`src/verilog/vdio_pkg.sv`:
```
package vdio_pkg;

    // ********************************************************
    // Widths and counts
    // ********************************************************
    localparam int DATA_W  = 32;
    localparam int ADDR_W  = 32;
    localparam int NVIO    = 16;
    localparam int FUNC_W  = 8;
    localparam int NPHYS   = 8;
    localparam int NSTAT   = 2;

    // ********************************************************
    // Register byte offsets
    // ********************************************************
    localparam logic [7:0] OFF_VIN_EN     = 8'h00;
    localparam logic [7:0] OFF_VIN_DEF    = 8'h04;
    localparam logic [7:0] OFF_VIN_LVL    = 8'h08;
    localparam logic [7:0] OFF_VOUT_EN    = 8'h0C;
    localparam logic [7:0] OFF_VOUT_IDLE  = 8'h10;
    localparam logic [7:0] OFF_VOUT_DISP  = 8'h14;
    localparam logic [7:0] OFF_VIN_LOGIC  = 8'h18;
    localparam logic [7:0] OFF_VOUT_LOGIC = 8'h1C;
    localparam logic [7:0] OFF_IRQ_STAT   = 8'h20;
    localparam logic [7:0] OFF_IRQ_MASK   = 8'h24;
    localparam logic [3:0] SEG_VIN_FUNC   = 4'h4;
    localparam logic [3:0] SEG_VOUT_FUNC  = 4'h5;

    // ********************************************************
    // Field positions and reset values
    // ********************************************************
    localparam int STAT_CONFLICT = 0;
    localparam int STAT_VIN_EDGE = 1;
    localparam logic        RST_EN    = 1'b0;
    localparam logic [15:0] RST_WORD  = 16'h0000;
    localparam logic [7:0]  FUNC_NONE = 8'h00;

    // ********************************************************
    // Bus data-phase state
    // ********************************************************
    typedef enum logic {
        BUS_IDLE = 1'b0,
        BUS_DATA = 1'b1
    } vdio_bus_t;

endpackage : vdio_pkg
```
`src/verilog/vdio_bank.sv`:
```
// The placing of the registers and register access over AHB-Lite were chosen for this implementation.
`timescale 1ns/1ps
module vdio_bank (
    // Clock and reset
    input  wire logic                         hclk,
    input  wire logic                         hresetn,
    // AHB-Lite slave
    input  wire logic                         hsel,
    input  wire logic [vdio_pkg::ADDR_W-1:0]  haddr,
    input  wire logic [1:0]                   htrans,
    input  wire logic                         hwrite,
    input  wire logic [2:0]                   hsize,
    input  wire logic [vdio_pkg::DATA_W-1:0]  hwdata,
    input  wire logic                         hready,
    output logic      [vdio_pkg::DATA_W-1:0]  hrdata,
    output logic                              hreadyout,
    output logic                              hresp,
    // Drive state and terminal side
    input  wire logic                         drive_running,
    input  wire logic [vdio_pkg::NVIO-1:0]    nv_poweron_word,
    input  wire logic [vdio_pkg::NPHYS*vdio_pkg::FUNC_W-1:0] phys_func,
    input  wire logic [vdio_pkg::NVIO-1:0]    vout_func_active,
    output logic      [vdio_pkg::NVIO-1:0]    nv_store_word,
    output logic      [vdio_pkg::NVIO-1:0]    virtual_input_active,
    output logic      [vdio_pkg::NVIO-1:0]    virtual_output_level,
    output logic                              function_conflict_fault,
    output logic                              irq
);
    import vdio_pkg::*;

    // ********************************************************
    // Storage
    // ********************************************************
    vdio_bus_t                    bus_state_reg;
    logic [7:0]                   addr_reg;
    logic                         wr_reg;
    logic                         vin_en_reg;
    logic                         vout_en_reg;
    logic [NVIO-1:0]              vin_def_reg;
    logic [NVIO-1:0]              vin_lvl_reg;
    logic [NVIO-1:0]              vin_prev_reg;
    logic [NVIO-1:0]              vin_logic_reg;
    logic [NVIO-1:0]              vout_idle_reg;
    logic [NVIO-1:0]              vout_logic_reg;
    logic [NVIO-1:0][FUNC_W-1:0]  vin_func_reg;
    logic [NVIO-1:0][FUNC_W-1:0]  vout_func_reg;
    logic [NSTAT-1:0]             stat_reg;
    logic [NSTAT-1:0]             mask_reg;
    logic                         boot_done_reg;
    logic [DATA_W-1:0]            hrdata_reg;
    logic                         hreadyout_reg;
    logic [NVIO-1:0]              vin_act_reg;
    logic [NVIO-1:0]              vout_lvl_reg;
    logic                         conflict_reg;
    logic                         irq_reg;

    // ********************************************************
    // Helpers
    // ********************************************************
    // Matches a latched byte address against a register offset
    function automatic logic hit(input logic [7:0] a,
                                 input logic [7:0] off);
        hit = (a == off);
    endfunction : hit

    // Packs four function codes of one word of a table
    function automatic logic [DATA_W-1:0] func_word(
        input logic [NVIO-1:0][FUNC_W-1:0] tbl,
        input logic [1:0]                  k);
        func_word = {tbl[{k, 2'b11}], tbl[{k, 2'b10}],
                     tbl[{k, 2'b01}], tbl[{k, 2'b00}]};
    endfunction : func_word

    logic addr_take;
    logic wr_now;
    logic stopped;
    logic [NVIO-1:0] vin_rise;
    logic [NVIO-1:0] vin_edge_ev;
    logic [NVIO-1:0] vin_clash;
    logic [NVIO-1:0] vout_next;
    logic conflict_now;

    // Address phase accepted, write data phase, at-stop window
    assign addr_take = hsel & htrans[1] & hready;
    assign wr_now    = (bus_state_reg == BUS_DATA) & wr_reg;
    assign stopped   = ~drive_running;

    // ********************************************************
    // Per-terminal logic
    // ********************************************************
    genvar gi;
    genvar gj;
    generate
        for (gi = 0; gi < NVIO; gi++) begin : g_term
            logic [NPHYS-1:0] same;
            for (gj = 0; gj < NPHYS; gj++) begin : g_phys
                // Same nonzero code as a physical terminal
                assign same[gj] = (vin_func_reg[gi] != FUNC_NONE) &&
                    (vin_func_reg[gi] ==
                     phys_func[gj*FUNC_W +: FUNC_W]);
            end
            assign vin_clash[gi] = |same;
            // Rising change of the level bit
            assign vin_rise[gi]    = vin_lvl_reg[gi] & ~vin_prev_reg[gi];
            assign vin_edge_ev[gi] = vin_logic_reg[gi] & vin_rise[gi];
            // Idle default for function 0, else polarity-applied level
            assign vout_next[gi] = (vout_func_reg[gi] == FUNC_NONE) ?
                vout_idle_reg[gi] :
                (vout_func_active[gi] ^ vout_logic_reg[gi]);
        end
    endgenerate

    assign conflict_now = vin_en_reg & (|vin_clash);

    // ********************************************************
    // AHB-Lite slave
    // ********************************************************
    // Every transfer takes one wait state so read data comes from a flop
    always_ff @(posedge hclk or negedge hresetn) begin
        if (!hresetn) begin
            bus_state_reg <= BUS_IDLE;
            addr_reg      <= 8'h00;
            wr_reg        <= 1'b0;
            hreadyout_reg <= 1'b1;
        end else if (bus_state_reg == BUS_DATA) begin
            bus_state_reg <= BUS_IDLE;
            hreadyout_reg <= 1'b1;
        end else if (addr_take) begin
            bus_state_reg <= BUS_DATA;
            addr_reg      <= {haddr[7:2], 2'b00};
            wr_reg        <= hwrite;
            hreadyout_reg <= 1'b0;
        end
    end

    // Read data mux, unmapped addresses read as zero
    always_ff @(posedge hclk or negedge hresetn) begin
        if (!hresetn) begin
            hrdata_reg <= 32'h00000000;
        end else if ((bus_state_reg == BUS_DATA) && !wr_reg) begin
            hrdata_reg <= 32'h00000000;
            if (hit(addr_reg, OFF_VIN_EN))
                hrdata_reg[0] <= vin_en_reg;
            if (hit(addr_reg, OFF_VIN_DEF))
                hrdata_reg[15:0] <= vin_def_reg;
            if (hit(addr_reg, OFF_VIN_LVL))
                hrdata_reg[15:0] <= vin_lvl_reg;
            if (hit(addr_reg, OFF_VOUT_EN))
                hrdata_reg[0] <= vout_en_reg;
            if (hit(addr_reg, OFF_VOUT_IDLE))
                hrdata_reg[15:0] <= vout_idle_reg;
            if (hit(addr_reg, OFF_VOUT_DISP))
                hrdata_reg[15:0] <= vout_lvl_reg;
            if (hit(addr_reg, OFF_VIN_LOGIC))
                hrdata_reg[15:0] <= vin_logic_reg;
            if (hit(addr_reg, OFF_VOUT_LOGIC))
                hrdata_reg[15:0] <= vout_logic_reg;
            if (hit(addr_reg, OFF_IRQ_STAT))
                hrdata_reg[NSTAT-1:0] <= stat_reg;
            if (hit(addr_reg, OFF_IRQ_MASK))
                hrdata_reg[NSTAT-1:0] <= mask_reg;
            if (addr_reg[7:4] == SEG_VIN_FUNC)
                hrdata_reg <= func_word(vin_func_reg, addr_reg[3:2]);
            if (addr_reg[7:4] == SEG_VOUT_FUNC)
                hrdata_reg <= func_word(vout_func_reg, addr_reg[3:2]);
        end
    end

    // ********************************************************
    // Configuration registers
    // ********************************************************
    // Settings that may only change while the drive is stopped
    always_ff @(posedge hclk or negedge hresetn) begin
        if (!hresetn) begin
            vin_en_reg    <= RST_EN;
            vout_en_reg   <= RST_EN;
            vin_def_reg   <= RST_WORD;
            vout_idle_reg <= RST_WORD;
        end else if (wr_now && stopped) begin
            if (hit(addr_reg, OFF_VIN_EN))
                vin_en_reg <= hwdata[0];
            if (hit(addr_reg, OFF_VOUT_EN))
                vout_en_reg <= hwdata[0];
            if (hit(addr_reg, OFF_VIN_DEF))
                vin_def_reg <= hwdata[15:0];
            if (hit(addr_reg, OFF_VOUT_IDLE))
                vout_idle_reg <= hwdata[15:0];
        end
    end

    // Polarity settings and function tables
    always_ff @(posedge hclk or negedge hresetn) begin
        if (!hresetn) begin
            vin_logic_reg  <= RST_WORD;
            vout_logic_reg <= RST_WORD;
            vin_func_reg   <= '0;
            vout_func_reg  <= '0;
        end else if (wr_now) begin
            if (hit(addr_reg, OFF_VIN_LOGIC))
                vin_logic_reg <= hwdata[15:0];
            if (hit(addr_reg, OFF_VOUT_LOGIC))
                vout_logic_reg <= hwdata[15:0];
            for (int j = 0; j < 4; j++) begin
                if (addr_reg[7:4] == SEG_VIN_FUNC)
                    vin_func_reg[{addr_reg[3:2], 2'(j)}] <=
                        hwdata[j*FUNC_W +: FUNC_W];
                if (addr_reg[7:4] == SEG_VOUT_FUNC)
                    vout_func_reg[{addr_reg[3:2], 2'(j)}] <=
                        hwdata[j*FUNC_W +: FUNC_W];
            end
        end
    end

    // ********************************************************
    // Virtual input levels
    // ********************************************************
    // First cycle after reset loads the stored word, then host writes
    always_ff @(posedge hclk or negedge hresetn) begin
        if (!hresetn) begin
            boot_done_reg <= 1'b0;
            vin_lvl_reg   <= RST_WORD;
        end else if (!boot_done_reg) begin
            boot_done_reg <= 1'b1;
            vin_lvl_reg   <= nv_poweron_word;
        end else if (wr_now && hit(addr_reg, OFF_VIN_LVL)) begin
            vin_lvl_reg   <= hwdata[15:0];
        end
    end

    // Level or single-cycle edge activity, gated by the enable
    always_ff @(posedge hclk or negedge hresetn) begin
        if (!hresetn) begin
            vin_prev_reg <= RST_WORD;
            vin_act_reg  <= RST_WORD;
        end else begin
            vin_prev_reg <= vin_lvl_reg;
            vin_act_reg  <= {NVIO{vin_en_reg}} &
                ((vin_logic_reg & vin_rise) |
                 (~vin_logic_reg & vin_lvl_reg));
        end
    end

    // ********************************************************
    // Virtual output levels
    // ********************************************************
    // Display word follows the outputs, zero while disabled
    always_ff @(posedge hclk or negedge hresetn) begin
        if (!hresetn) begin
            vout_lvl_reg <= RST_WORD;
        end else begin
            vout_lvl_reg <= vout_en_reg ? vout_next : RST_WORD;
        end
    end

    // ********************************************************
    // Fault and interrupts
    // ********************************************************
    // Sticky status, write one to clear, a new event wins
    always_ff @(posedge hclk or negedge hresetn) begin
        if (!hresetn) begin
            stat_reg     <= '0;
            mask_reg     <= '0;
            conflict_reg <= 1'b0;
            irq_reg      <= 1'b0;
        end else begin
            conflict_reg <= conflict_now;
            irq_reg      <= |(stat_reg & mask_reg);
            if (wr_now && hit(addr_reg, OFF_IRQ_MASK))
                mask_reg <= hwdata[NSTAT-1:0];
            stat_reg <= (stat_reg &
                ~((wr_now && hit(addr_reg, OFF_IRQ_STAT)) ?
                  hwdata[NSTAT-1:0] : 2'b00)) |
                {vin_en_reg & (|vin_edge_ev), conflict_now};
        end
    end

    // ********************************************************
    // Outputs
    // ********************************************************
    assign hrdata                  = hrdata_reg;
    assign hreadyout               = hreadyout_reg;
    assign hresp                   = 1'b0;
    assign nv_store_word           = vin_def_reg;
    assign virtual_input_active    = vin_act_reg;
    assign virtual_output_level    = vout_lvl_reg;
    assign function_conflict_fault = conflict_reg;
    assign irq                     = irq_reg;

    // ********************************************************
    // Assertions
    // ********************************************************
    a_bus_wait_state: assert property (
        @(posedge hclk) disable iff (!hresetn)
        (addr_take && bus_state_reg == BUS_IDLE) |=>
        !hreadyout ##1 hreadyout)
        else $error("transfer did not take exactly one wait state");

    a_vin_edge_pulse: assert property (
        @(posedge hclk) disable iff (!hresetn)
        (vin_en_reg && vin_logic_reg[0] && vin_lvl_reg[0]) ##1
        (vin_lvl_reg[0] && vin_logic_reg[0] && vin_en_reg) |=>
        !virtual_input_active[0])
        else $error("edge input stayed active on a steady level");

    a_vin_edge_rise: assert property (
        @(posedge hclk) disable iff (!hresetn)
        (vin_en_reg && vin_logic_reg[0] && vin_lvl_reg[0] &&
         !vin_prev_reg[0]) |=> virtual_input_active[0])
        else $error("edge input missed a rising level bit");

    a_vin_level_mode: assert property (
        @(posedge hclk) disable iff (!hresetn)
        (vin_en_reg && !vin_logic_reg[1]) |=>
        virtual_input_active[1] == $past(vin_lvl_reg[1]))
        else $error("level input does not follow its level bit");

    a_vin_disabled: assert property (
        @(posedge hclk) disable iff (!hresetn)
        !vin_en_reg |=> virtual_input_active == 16'h0000)
        else $error("input active while inputs disabled");

    a_boot_load: assert property (
        @(posedge hclk) disable iff (!hresetn)
        !boot_done_reg |=> vin_lvl_reg == $past(nv_poweron_word))
        else $error("power-on default word not loaded");

    a_level_write: assert property (
        @(posedge hclk) disable iff (!hresetn)
        (boot_done_reg && wr_now && addr_reg == OFF_VIN_LVL) |=>
        vin_lvl_reg == $past(hwdata[15:0]))
        else $error("level word write not applied");

    a_stop_lock: assert property (
        @(posedge hclk) disable iff (!hresetn)
        drive_running |=> $stable(vin_def_reg) && $stable(vin_en_reg) &&
        $stable(vout_idle_reg) && $stable(vout_en_reg))
        else $error("at-stop setting changed while running");

    a_vout_idle: assert property (
        @(posedge hclk) disable iff (!hresetn)
        (vout_en_reg && vout_func_reg[2] == FUNC_NONE) |=>
        virtual_output_level[2] == $past(vout_idle_reg[2]))
        else $error("function 0 output not at idle default");

    a_vout_polarity: assert property (
        @(posedge hclk) disable iff (!hresetn)
        (vout_en_reg && vout_func_reg[3] != FUNC_NONE) |=>
        virtual_output_level[3] ==
        ($past(vout_func_active[3]) ^ $past(vout_logic_reg[3])))
        else $error("output polarity wrong");

    a_vout_disabled: assert property (
        @(posedge hclk) disable iff (!hresetn)
        !vout_en_reg |=> virtual_output_level == 16'h0000)
        else $error("output level shown while outputs disabled");

    a_conflict_flag: assert property (
        @(posedge hclk) disable iff (!hresetn)
        conflict_now |=> function_conflict_fault && stat_reg[STAT_CONFLICT])
        else $error("function conflict not raised");

    a_irq_follows: assert property (
        @(posedge hclk) disable iff (!hresetn)
        1'b1 |=> irq == |$past(stat_reg & mask_reg))
        else $error("interrupt does not follow masked status");

endmodule : vdio_bank

```
`config.mk`:
```
export PLATFORM = sky130hd
export DESIGN_NAME = vdio_bank
export DESIGN_NICKNAME = d
export VERILOG_FILES = /design/src/verilog/vdio_pkg.sv /design/src/verilog/vdio_bank.sv
export SDC_FILE = /design/constraint.sdc
export NUM_CORES = 2
export LEC_CHECK = 0
export ABC_AREA = 1
export ABC_CLOCK_PERIOD_IN_PS = 2340
export BUFFER_PORTS_ARGS = -buffer_cell sky130_fd_sc_hd__buf_2
export CELL_PAD_IN_SITES_DETAIL_PLACEMENT = 1
export CELL_PAD_IN_SITES_GLOBAL_PLACEMENT = 1
export CORE_ASPECT_RATIO = 1.4
export CORE_MARGIN = 2
export CORE_UTILIZATION = 45
export DETAILED_ROUTE_END_ITERATION = 12
export PLACE_DENSITY = 0.82
export SETUP_SLACK_MARGIN = 0.4
export SYNTH_ARGS = -nofsm -noshare
export SYNTH_HDL_FRONTEND = slang
export SYNTH_SLANG_ARGS = --single-unit
```
`constraint.sdc`:
```
create_clock -name hclk -period 2.34 [get_ports hclk]
set_clock_uncertainty 0.05 [all_clocks]
set_input_delay 0.234 -clock hclk [delete_from_list [all_inputs] [get_ports hclk]]
set_output_delay 0.234 -clock hclk [all_outputs]
set_load 0.005 [all_outputs]
```
==> results of run 1 <==
## repair_timing
item	4_1_cts
resized for setup	551
hold buffers	63
setup buffers	90
pin swaps	100
cloned	31
endpoints found under the hold margin	131
setup endpoints to repair	353
## layer usage
layer	track usage, %	overflow
met4	78.4	13
met3	60.3	0
met5	23.4	1
met1	78.4	0
met2	93.8	7
## cell usage after synthesis, types with 2 or more instances
cell	n	area [sq um]
sky130_fd_sc_hd__a31oi_1	16	100
sky130_fd_sc_hd__dfrtp_1	433	10800
sky130_fd_sc_hd__o221ai_1	16	140
sky130_fd_sc_hd__inv_2	26	97.6
sky130_fd_sc_hd__o221a_2	8	90.1
sky130_fd_sc_hd__a22oi_1	27	203
sky130_fd_sc_hd__o21ai_0	362	1810
sky130_fd_sc_hd__nor2_2	10	62.6
sky130_fd_sc_hd__a21oi_1	29	145
sky130_fd_sc_hd__a211oi_1	23	173
sky130_fd_sc_hd__nand4_1	206	1290
sky130_fd_sc_hd__nor4_1	23	144
sky130_fd_sc_hd__a41oi_1	6	52.6
sky130_fd_sc_hd__nand2_1	1949	7320
sky130_fd_sc_hd__o22ai_1	81	507
sky130_fd_sc_hd__conb_1	2	7.51
sky130_fd_sc_hd__o2111ai_1	13	114
sky130_fd_sc_hd__a2111oi_0	2	17.5
sky130_fd_sc_hd__buf_4	76	571
sky130_fd_sc_hd__buf_6	19	214
sky130_fd_sc_hd__inv_1	275	1030
sky130_fd_sc_hd__a221oi_1	13	114
sky130_fd_sc_hd__buf_2	220	1100
sky130_fd_sc_hd__xnor2_1	530	4640
sky130_fd_sc_hd__nor2_4	5	56.3
sky130_fd_sc_hd__o211ai_1	12	90.1
sky130_fd_sc_hd__nor3_1	42	210
sky130_fd_sc_hd__nand2_2	3	18.8
sky130_fd_sc_hd__nand3_1	222	1110
sky130_fd_sc_hd__clkbuf_1	83	312
sky130_fd_sc_hd__o21ai_1	18	90.1
sky130_fd_sc_hd__buf_1	10	37.5
sky130_fd_sc_hd__clkinv_1	32	120
sky130_fd_sc_hd__nor2_1	370	1390
## per-stage QoR
step                      utilization (%)  hold WS (ns)  cell area (sq um)  TNS (ns)
after global placement               53.6         0.200              40400   -0.0707
after CTS                            60.5       0.00355              45600         0
after floorplan                         -        -0.112              34300         0
after detailed placement             53.6         0.202              40400    -0.329
## cells by family after synthesis
logic type,share of synthesized area [%]
buf+inv,10.2
compound gates,10.7
simple gates,33.9
xor+xnor,13.5
flops,31.7
other cells,0.0219
==> flow_metrics.py, run 1 <==
metrics = {
    "yosys": {
        "yosysUniqueCellTypes": 43,
        "yosys_warnings": 0,
        "average_size_of_a_mapped_cell_sq_um": 6.63,
        "synth_fp_nets": 5342,
        "syn_inst": 5171,
        "number_of_enable_type_register_cells_in_the_synthesized_netlist": 0,
        "postSynth.asyncResetShare_pct": 100,
        "ys.flop_type": "sky130_fd_sc_hd__dfrtp_1",
        "netlist_area_sq_mm": 0.0343,
        "ys_seq_elements": 434,
        "seq_area_frac_synth_pct": 31.7,
    },
    "floorplanning": {
        "boundaryPins": 255,
        "start_util_pct": 45.5,
        "floorplan.rows": 119,
        "die_width_microns": 237,
        "floorplan.die.height_microns": 331,
    },
    "placed_design": {
        "dp_hpwl_mm": 155,
        "number_of_cells_after_detailed_placement": 6579,
        "port_buffers": 223,
        "gpl.final_weighted_congestion": 1.07,
        "dp_slack_ns": -0.151,
    },
    "cts": {
        "clock_sinks": 434,
        "htree_levels": 2,
        "clk_root_buffer_cell": "sky130_fd_sc_hd__clkbuf_16",
        "cts-root-to-sink-buffers": 3,
        "tritoncts.num_buffers": 35,
    },
    "run_status": {
        "flow.first_error": "[ERROR GRT-0116] Global routing finished with congestion. Check the congestion regions in the DRC Viewer.",
        "run_status": "stopped before the end",
        "stop_stage": "global routing (5_1_grt)",
    },
    "global_route": {
        "grt_remaining_overflow": 21,
        "global_route_wire_length_before_repair_mm": 437,
        "grt_use_total_pct": 77.2,
        "first_global_vias": 56100,
        "maximum_number_of_pins_on_one_net_before_global_route_repair": 70,
    },
}
==> run 2, diff against run 1 <==
- CELL_PAD_IN_SITES_DETAIL_PLACEMENT: 1 -> unset
- CELL_PAD_IN_SITES_GLOBAL_PLACEMENT: 1 -> unset
- CORE_ASPECT_RATIO: 1.4 -> unset
- CORE_UTILIZATION: 45 -> 40
- PLACE_DENSITY: 0.82 -> unset
- PLACE_DENSITY_LB_ADDON: unset -> 0.15
- SETUP_SLACK_MARGIN: 0.4 -> unset
==> flow_metrics.py, run 2 <==
metrics = {
    "placed_design": {
        "gpl.final_weighted_congestion": 1.08,
        "post_dp_cell_area_sq_mm": 0.0421,
        "dp_hpwl_mm": 160,
        "port_buffers": 223,
    },
    "cts": {
        "clock_sinks": 434,
        "tritoncts.num_buffers": 48,
        "cts-root-to-sink-buffers": 3,
        "htree_levels": 2,
        "tritoncts": "built",
        "clk_root_buffer_cell": "sky130_fd_sc_hd__clkbuf_16",
        "insertion_delay_of_the_later_clocked_pin_in_the_worst_skew_pair_ns": 0.66,
        "clk_transition_reported_paths_ns": 0.08,
    },
    "floorplanning": {
        "core_area_sq_mm": 0.0850,
        "die_width_microns": 297,
        "floorplan.die.height_microns": 297,
        "floorplan.rows": 107,
        "boundaryPins": 255,
        "die_area_sq_mm": 0.0881,
        "start_util_pct": 40.3,
    },
    "run_status": {
        "violations": "hold timing",
        "run_status": "finished with violations",
    },
    "yosys": {
        "netlist.area_leader.share_pct": 31.6,
        "synth.top_cells.by_count": "sky130_fd_sc_hd__nand2_1, sky130_fd_sc_hd__xnor2_1, sky130_fd_sc_hd__dfrtp_1",
        "postSynth.asyncResetShare_pct": 100,
        "seq_area_frac_synth_pct": 31.7,
        "average_size_of_a_mapped_cell_sq_um": 6.63,
        "number_of_enable_type_register_cells_in_the_synthesized_netlist": 0,
        "largest_family_of_logic_cells_by_synthesized_area": "simple AND/OR/NAND/NOR gates",
        "synth_fp_nets": 5342,
        "syn_inst": 5171,
        "yosysUniqueCellTypes": 43,
        "synth_compound_gate_area_share_pct": 10.7,
        "post_synth_and_or_nand_nor_area_fraction_pct": 33.9,
        "netlist_area_sq_mm": 0.0343,
        "post_synth_fa_ha_maj_area_fraction_pct": 0,
        "ys_seq_elements": 434,
        "yosys-top-cells-area": "sky130_fd_sc_hd__dfrtp_1, sky130_fd_sc_hd__nand2_1, sky130_fd_sc_hd__xnor2_1, sky130_fd_sc_hd__o21ai_0, sky130_fd_sc_hd__nor2_1",
        "yosys_warnings": 0,
        "post-synth-top-count-cell": "sky130_fd_sc_hd__nand2_1",
        "yosys-mux-area-fraction_pct": 0,
        "synth_largest_area_cell": "sky130_fd_sc_hd__dfrtp_1",
        "ys.flop_type": "sky130_fd_sc_hd__dfrtp_1",
        "synthXorXnorAreaFrac_pct": 13.5,
    },
    "route": {
        "totalWireLength_mm": 207,
        "routed_via_density": 5.74,
        "drt_first_pass_iters": 8,
        "post_route_antenna_net_violation_count": 0,
        "route.detailed.drc": 0,
        "first_iter_violations": 5376,
        "via_count": 40600,
        "wirelength_per_cell_microns": 29.2,
    },
    "sta": {
        "max_clock_freq_mhz": 433,
        "worst_hold_slack_ns": -0.00654,
        "setup_viol": 0,
        "timing_worst_slew_pin_value_ns": 0.895,
        "max-slew-margin-rel_pct": 40.3,
        "layout_worst_path_cycle_share_pct": 98.7,
        "fin_setup_tns_ns": 0,
        "final.min_clock_period_ns": 2.31,
        "number_of_max_slew_violations_in_the_final_report": 0,
        "timing_hold_violations_final": 1,
    },
    "pwr": {
        "cellInternalPower_w": 0.0171,
        "net_switching_share_of_the_total_power_pct": 39.5,
        "switching_power_w": 0.0112,
        "pwr-share-seq_pct": 31.6,
        "combinationalPowerShare_pct": 39.5,
        "p_leak_nw": 21.4,
        "ir_worst_vdd_mv": 0.671,
        "clock_power_share_pct": 28.9,
        "p_per_area_mw_per_mm2": 634,
    },
    "global_route": {
        "global_route_wire_length_before_repair_mm": 287,
        "first_global_vias": 38000,
        "maximum_number_of_pins_on_one_net_before_global_route_repair": 75,
        "initial_antenna_violation_count": 3,
        "grt_remaining_overflow": 0,
        "grt_use_total_pct": 45.7,
    },
    "setup_path": {
        "path_max_fanout": 3,
        "setup.worst_path.class": "reg -> reg",
        "cp.required_ns": 2.82,
        "crit_path_max_incr_delay_ns": 0.40,
        "critical-path-slowest-cell": "sky130_fd_sc_hd__dfrtp_1",
        "critical_path.most_common_cell": "sky130_fd_sc_hd__nand2_1",
        "arrival_ns": 2.79,
        "end_kind": "register",
        "sequence_of_cells_on_the_critical_path": "buf_6, clkinvlp_4, nand2_2, nand2_1, nand2_1, nor2_1, nand3_1, nand2_2, nor2_2, nand2_2, nor2_4, nand2_1, nor2_1, nand2_2, nand2_1, nand2_1",
        "critical_path.startpoint_type": "register",
    },
    "flow_run": {
        "max_cap_viol_count": 0,
    },
    "layout": {
        "regArea_sq_mm": 0.0109,
        "leading_cell_type_in_the_layout_fill_and_taps_excluded": "sky130_fd_sc_hd__nand2_1",
        "fillCellCount": 8553,
        "post_route_cells_drive_above_1_share_pct": 20.4,
        "syn_to_final_growth_pct": 30.3,
        "mostFrequentLayoutCells": "sky130_fd_sc_hd__nand2_1, sky130_fd_sc_hd__buf_4, sky130_fd_sc_hd__xnor2_1, sky130_fd_sc_hd__dfrtp_1, sky130_fd_sc_hd__o21ai_0",
        "final_net_count": 6069,
        "final_area_sq_mm": 0.0447,
        "multi_input_comb_area_sq_mm": 0.0201,
    },
    "hold_path": {
        "worst_hold_path_type": "in -> reg",
    },
}
## run 2: cell counts after synthesis
Identical to the previous run, type by type.
## run 2: repair_timing
action                     4_1_cts  5_1_grt
cloned                           1        0
pin swaps                        6       11
hold endpoints to repair       296        0
gates resized for setup         28       36
buffers inserted                 1        5
hold buffers                    70        0
setup endpoints to repair        5       18
## run 2: worst max-delay path: cells and delay by family, from the launching register on
kind | cells | cell delay, ns
simple gates | 14 | 1.39
buf+inv | 2 | 0.32
flops | 1 | 0.40
## run 2: path summary, 6_finish.rpt
check	slack, ns	from	to	cells past startpoint
worst min-delay path	-0.007	vout_func_active[2]	virtual_output_level[2]$_DFF_PN0_	5
worst max-delay path	0.03	vin_func_reg[10]$_DFFE_PN0P_	stat_reg[0]$_DFF_PN0_	16
worst max register to register	0.03	vin_func_reg[10]$_DFFE_PN0P_	stat_reg[0]$_DFF_PN0_	16
max in group asynchronous	1.22	hresetn	vout_func_reg[85]$_DFFE_PN0P_	3
worst min register to register	0.32	vin_lvl_reg[14]$_DFFE_PN0P_	vin_prev_reg[14]$_DFF_PN0_	0
min in group asynchronous	0.12	hresetn	virtual_input_active[5]$_DFF_PN0_	2
## run 2: final cells by class
class / count / share of cell area, %
antenna: 1 / 0.00560
clock buffer: 67 / 3.18
clock inverter: 21 / 0.574
inverter: 334 / 2.87
multi-input combinational: 3996 / 45.1
sequential: 434 / 24.3
tap: 1144 / 3.20
timing repair buffer: 1084 / 20.8
## run 2: power groups by stage
stage / combinational, W / clock, W / sequential [W]
final: 0.0112 / 0.00818 / 0.00896
after global routing: 0.0118 / 0.00847 / 0.00903
after CTS: 0.0108 / 0.00819 / 0.00892
after detailed placement: 0.0106 / 0 / 0.00904
after global placement: 0.0106 / 0 / 0.00903
after floorplan: 0.00568 / 0 / 0.00877
## run 2: logic make-up after synthesis
logic type,count (synthesis)
DFF,434
xor gates and xnor gates,530
and+or+nand+nor,2835
buffers and inverters,742
AOI/OAI and AO/OA,628
other,2
## run 2: routing by layer
layer  routed length, microns  share of wire (%)  vias to the layer above  track usage [%]
met5                        0                  0                        -                0
met4                    17500                8.4                        0             31.6
met3                    21700                 10                      626             9.01
met2                    89000                 43                     2585             69.2
met1                    78800                 38                    19400             58.6
li1                         -                  -                    18000                -
## run 2: stage by stage
step                      power (W)  utilization [%]  setup slack (ns)  cells  hold slack [ns]
after floorplan              0.0145                -             0.541   5171           -0.112
after global placement       0.0196             49.5            -0.470   6917            0.190
after detailed placement     0.0197             49.5            -0.464   6917            0.197
after CTS                    0.0279             52.4           0.00129   7076          0.00155
after global routing         0.0293             52.6          -0.00262   7080           0.0228
final                        0.0283             52.6            0.0302   7081         -0.00654
No activity file was read; power rests on OpenSTA's default activity.
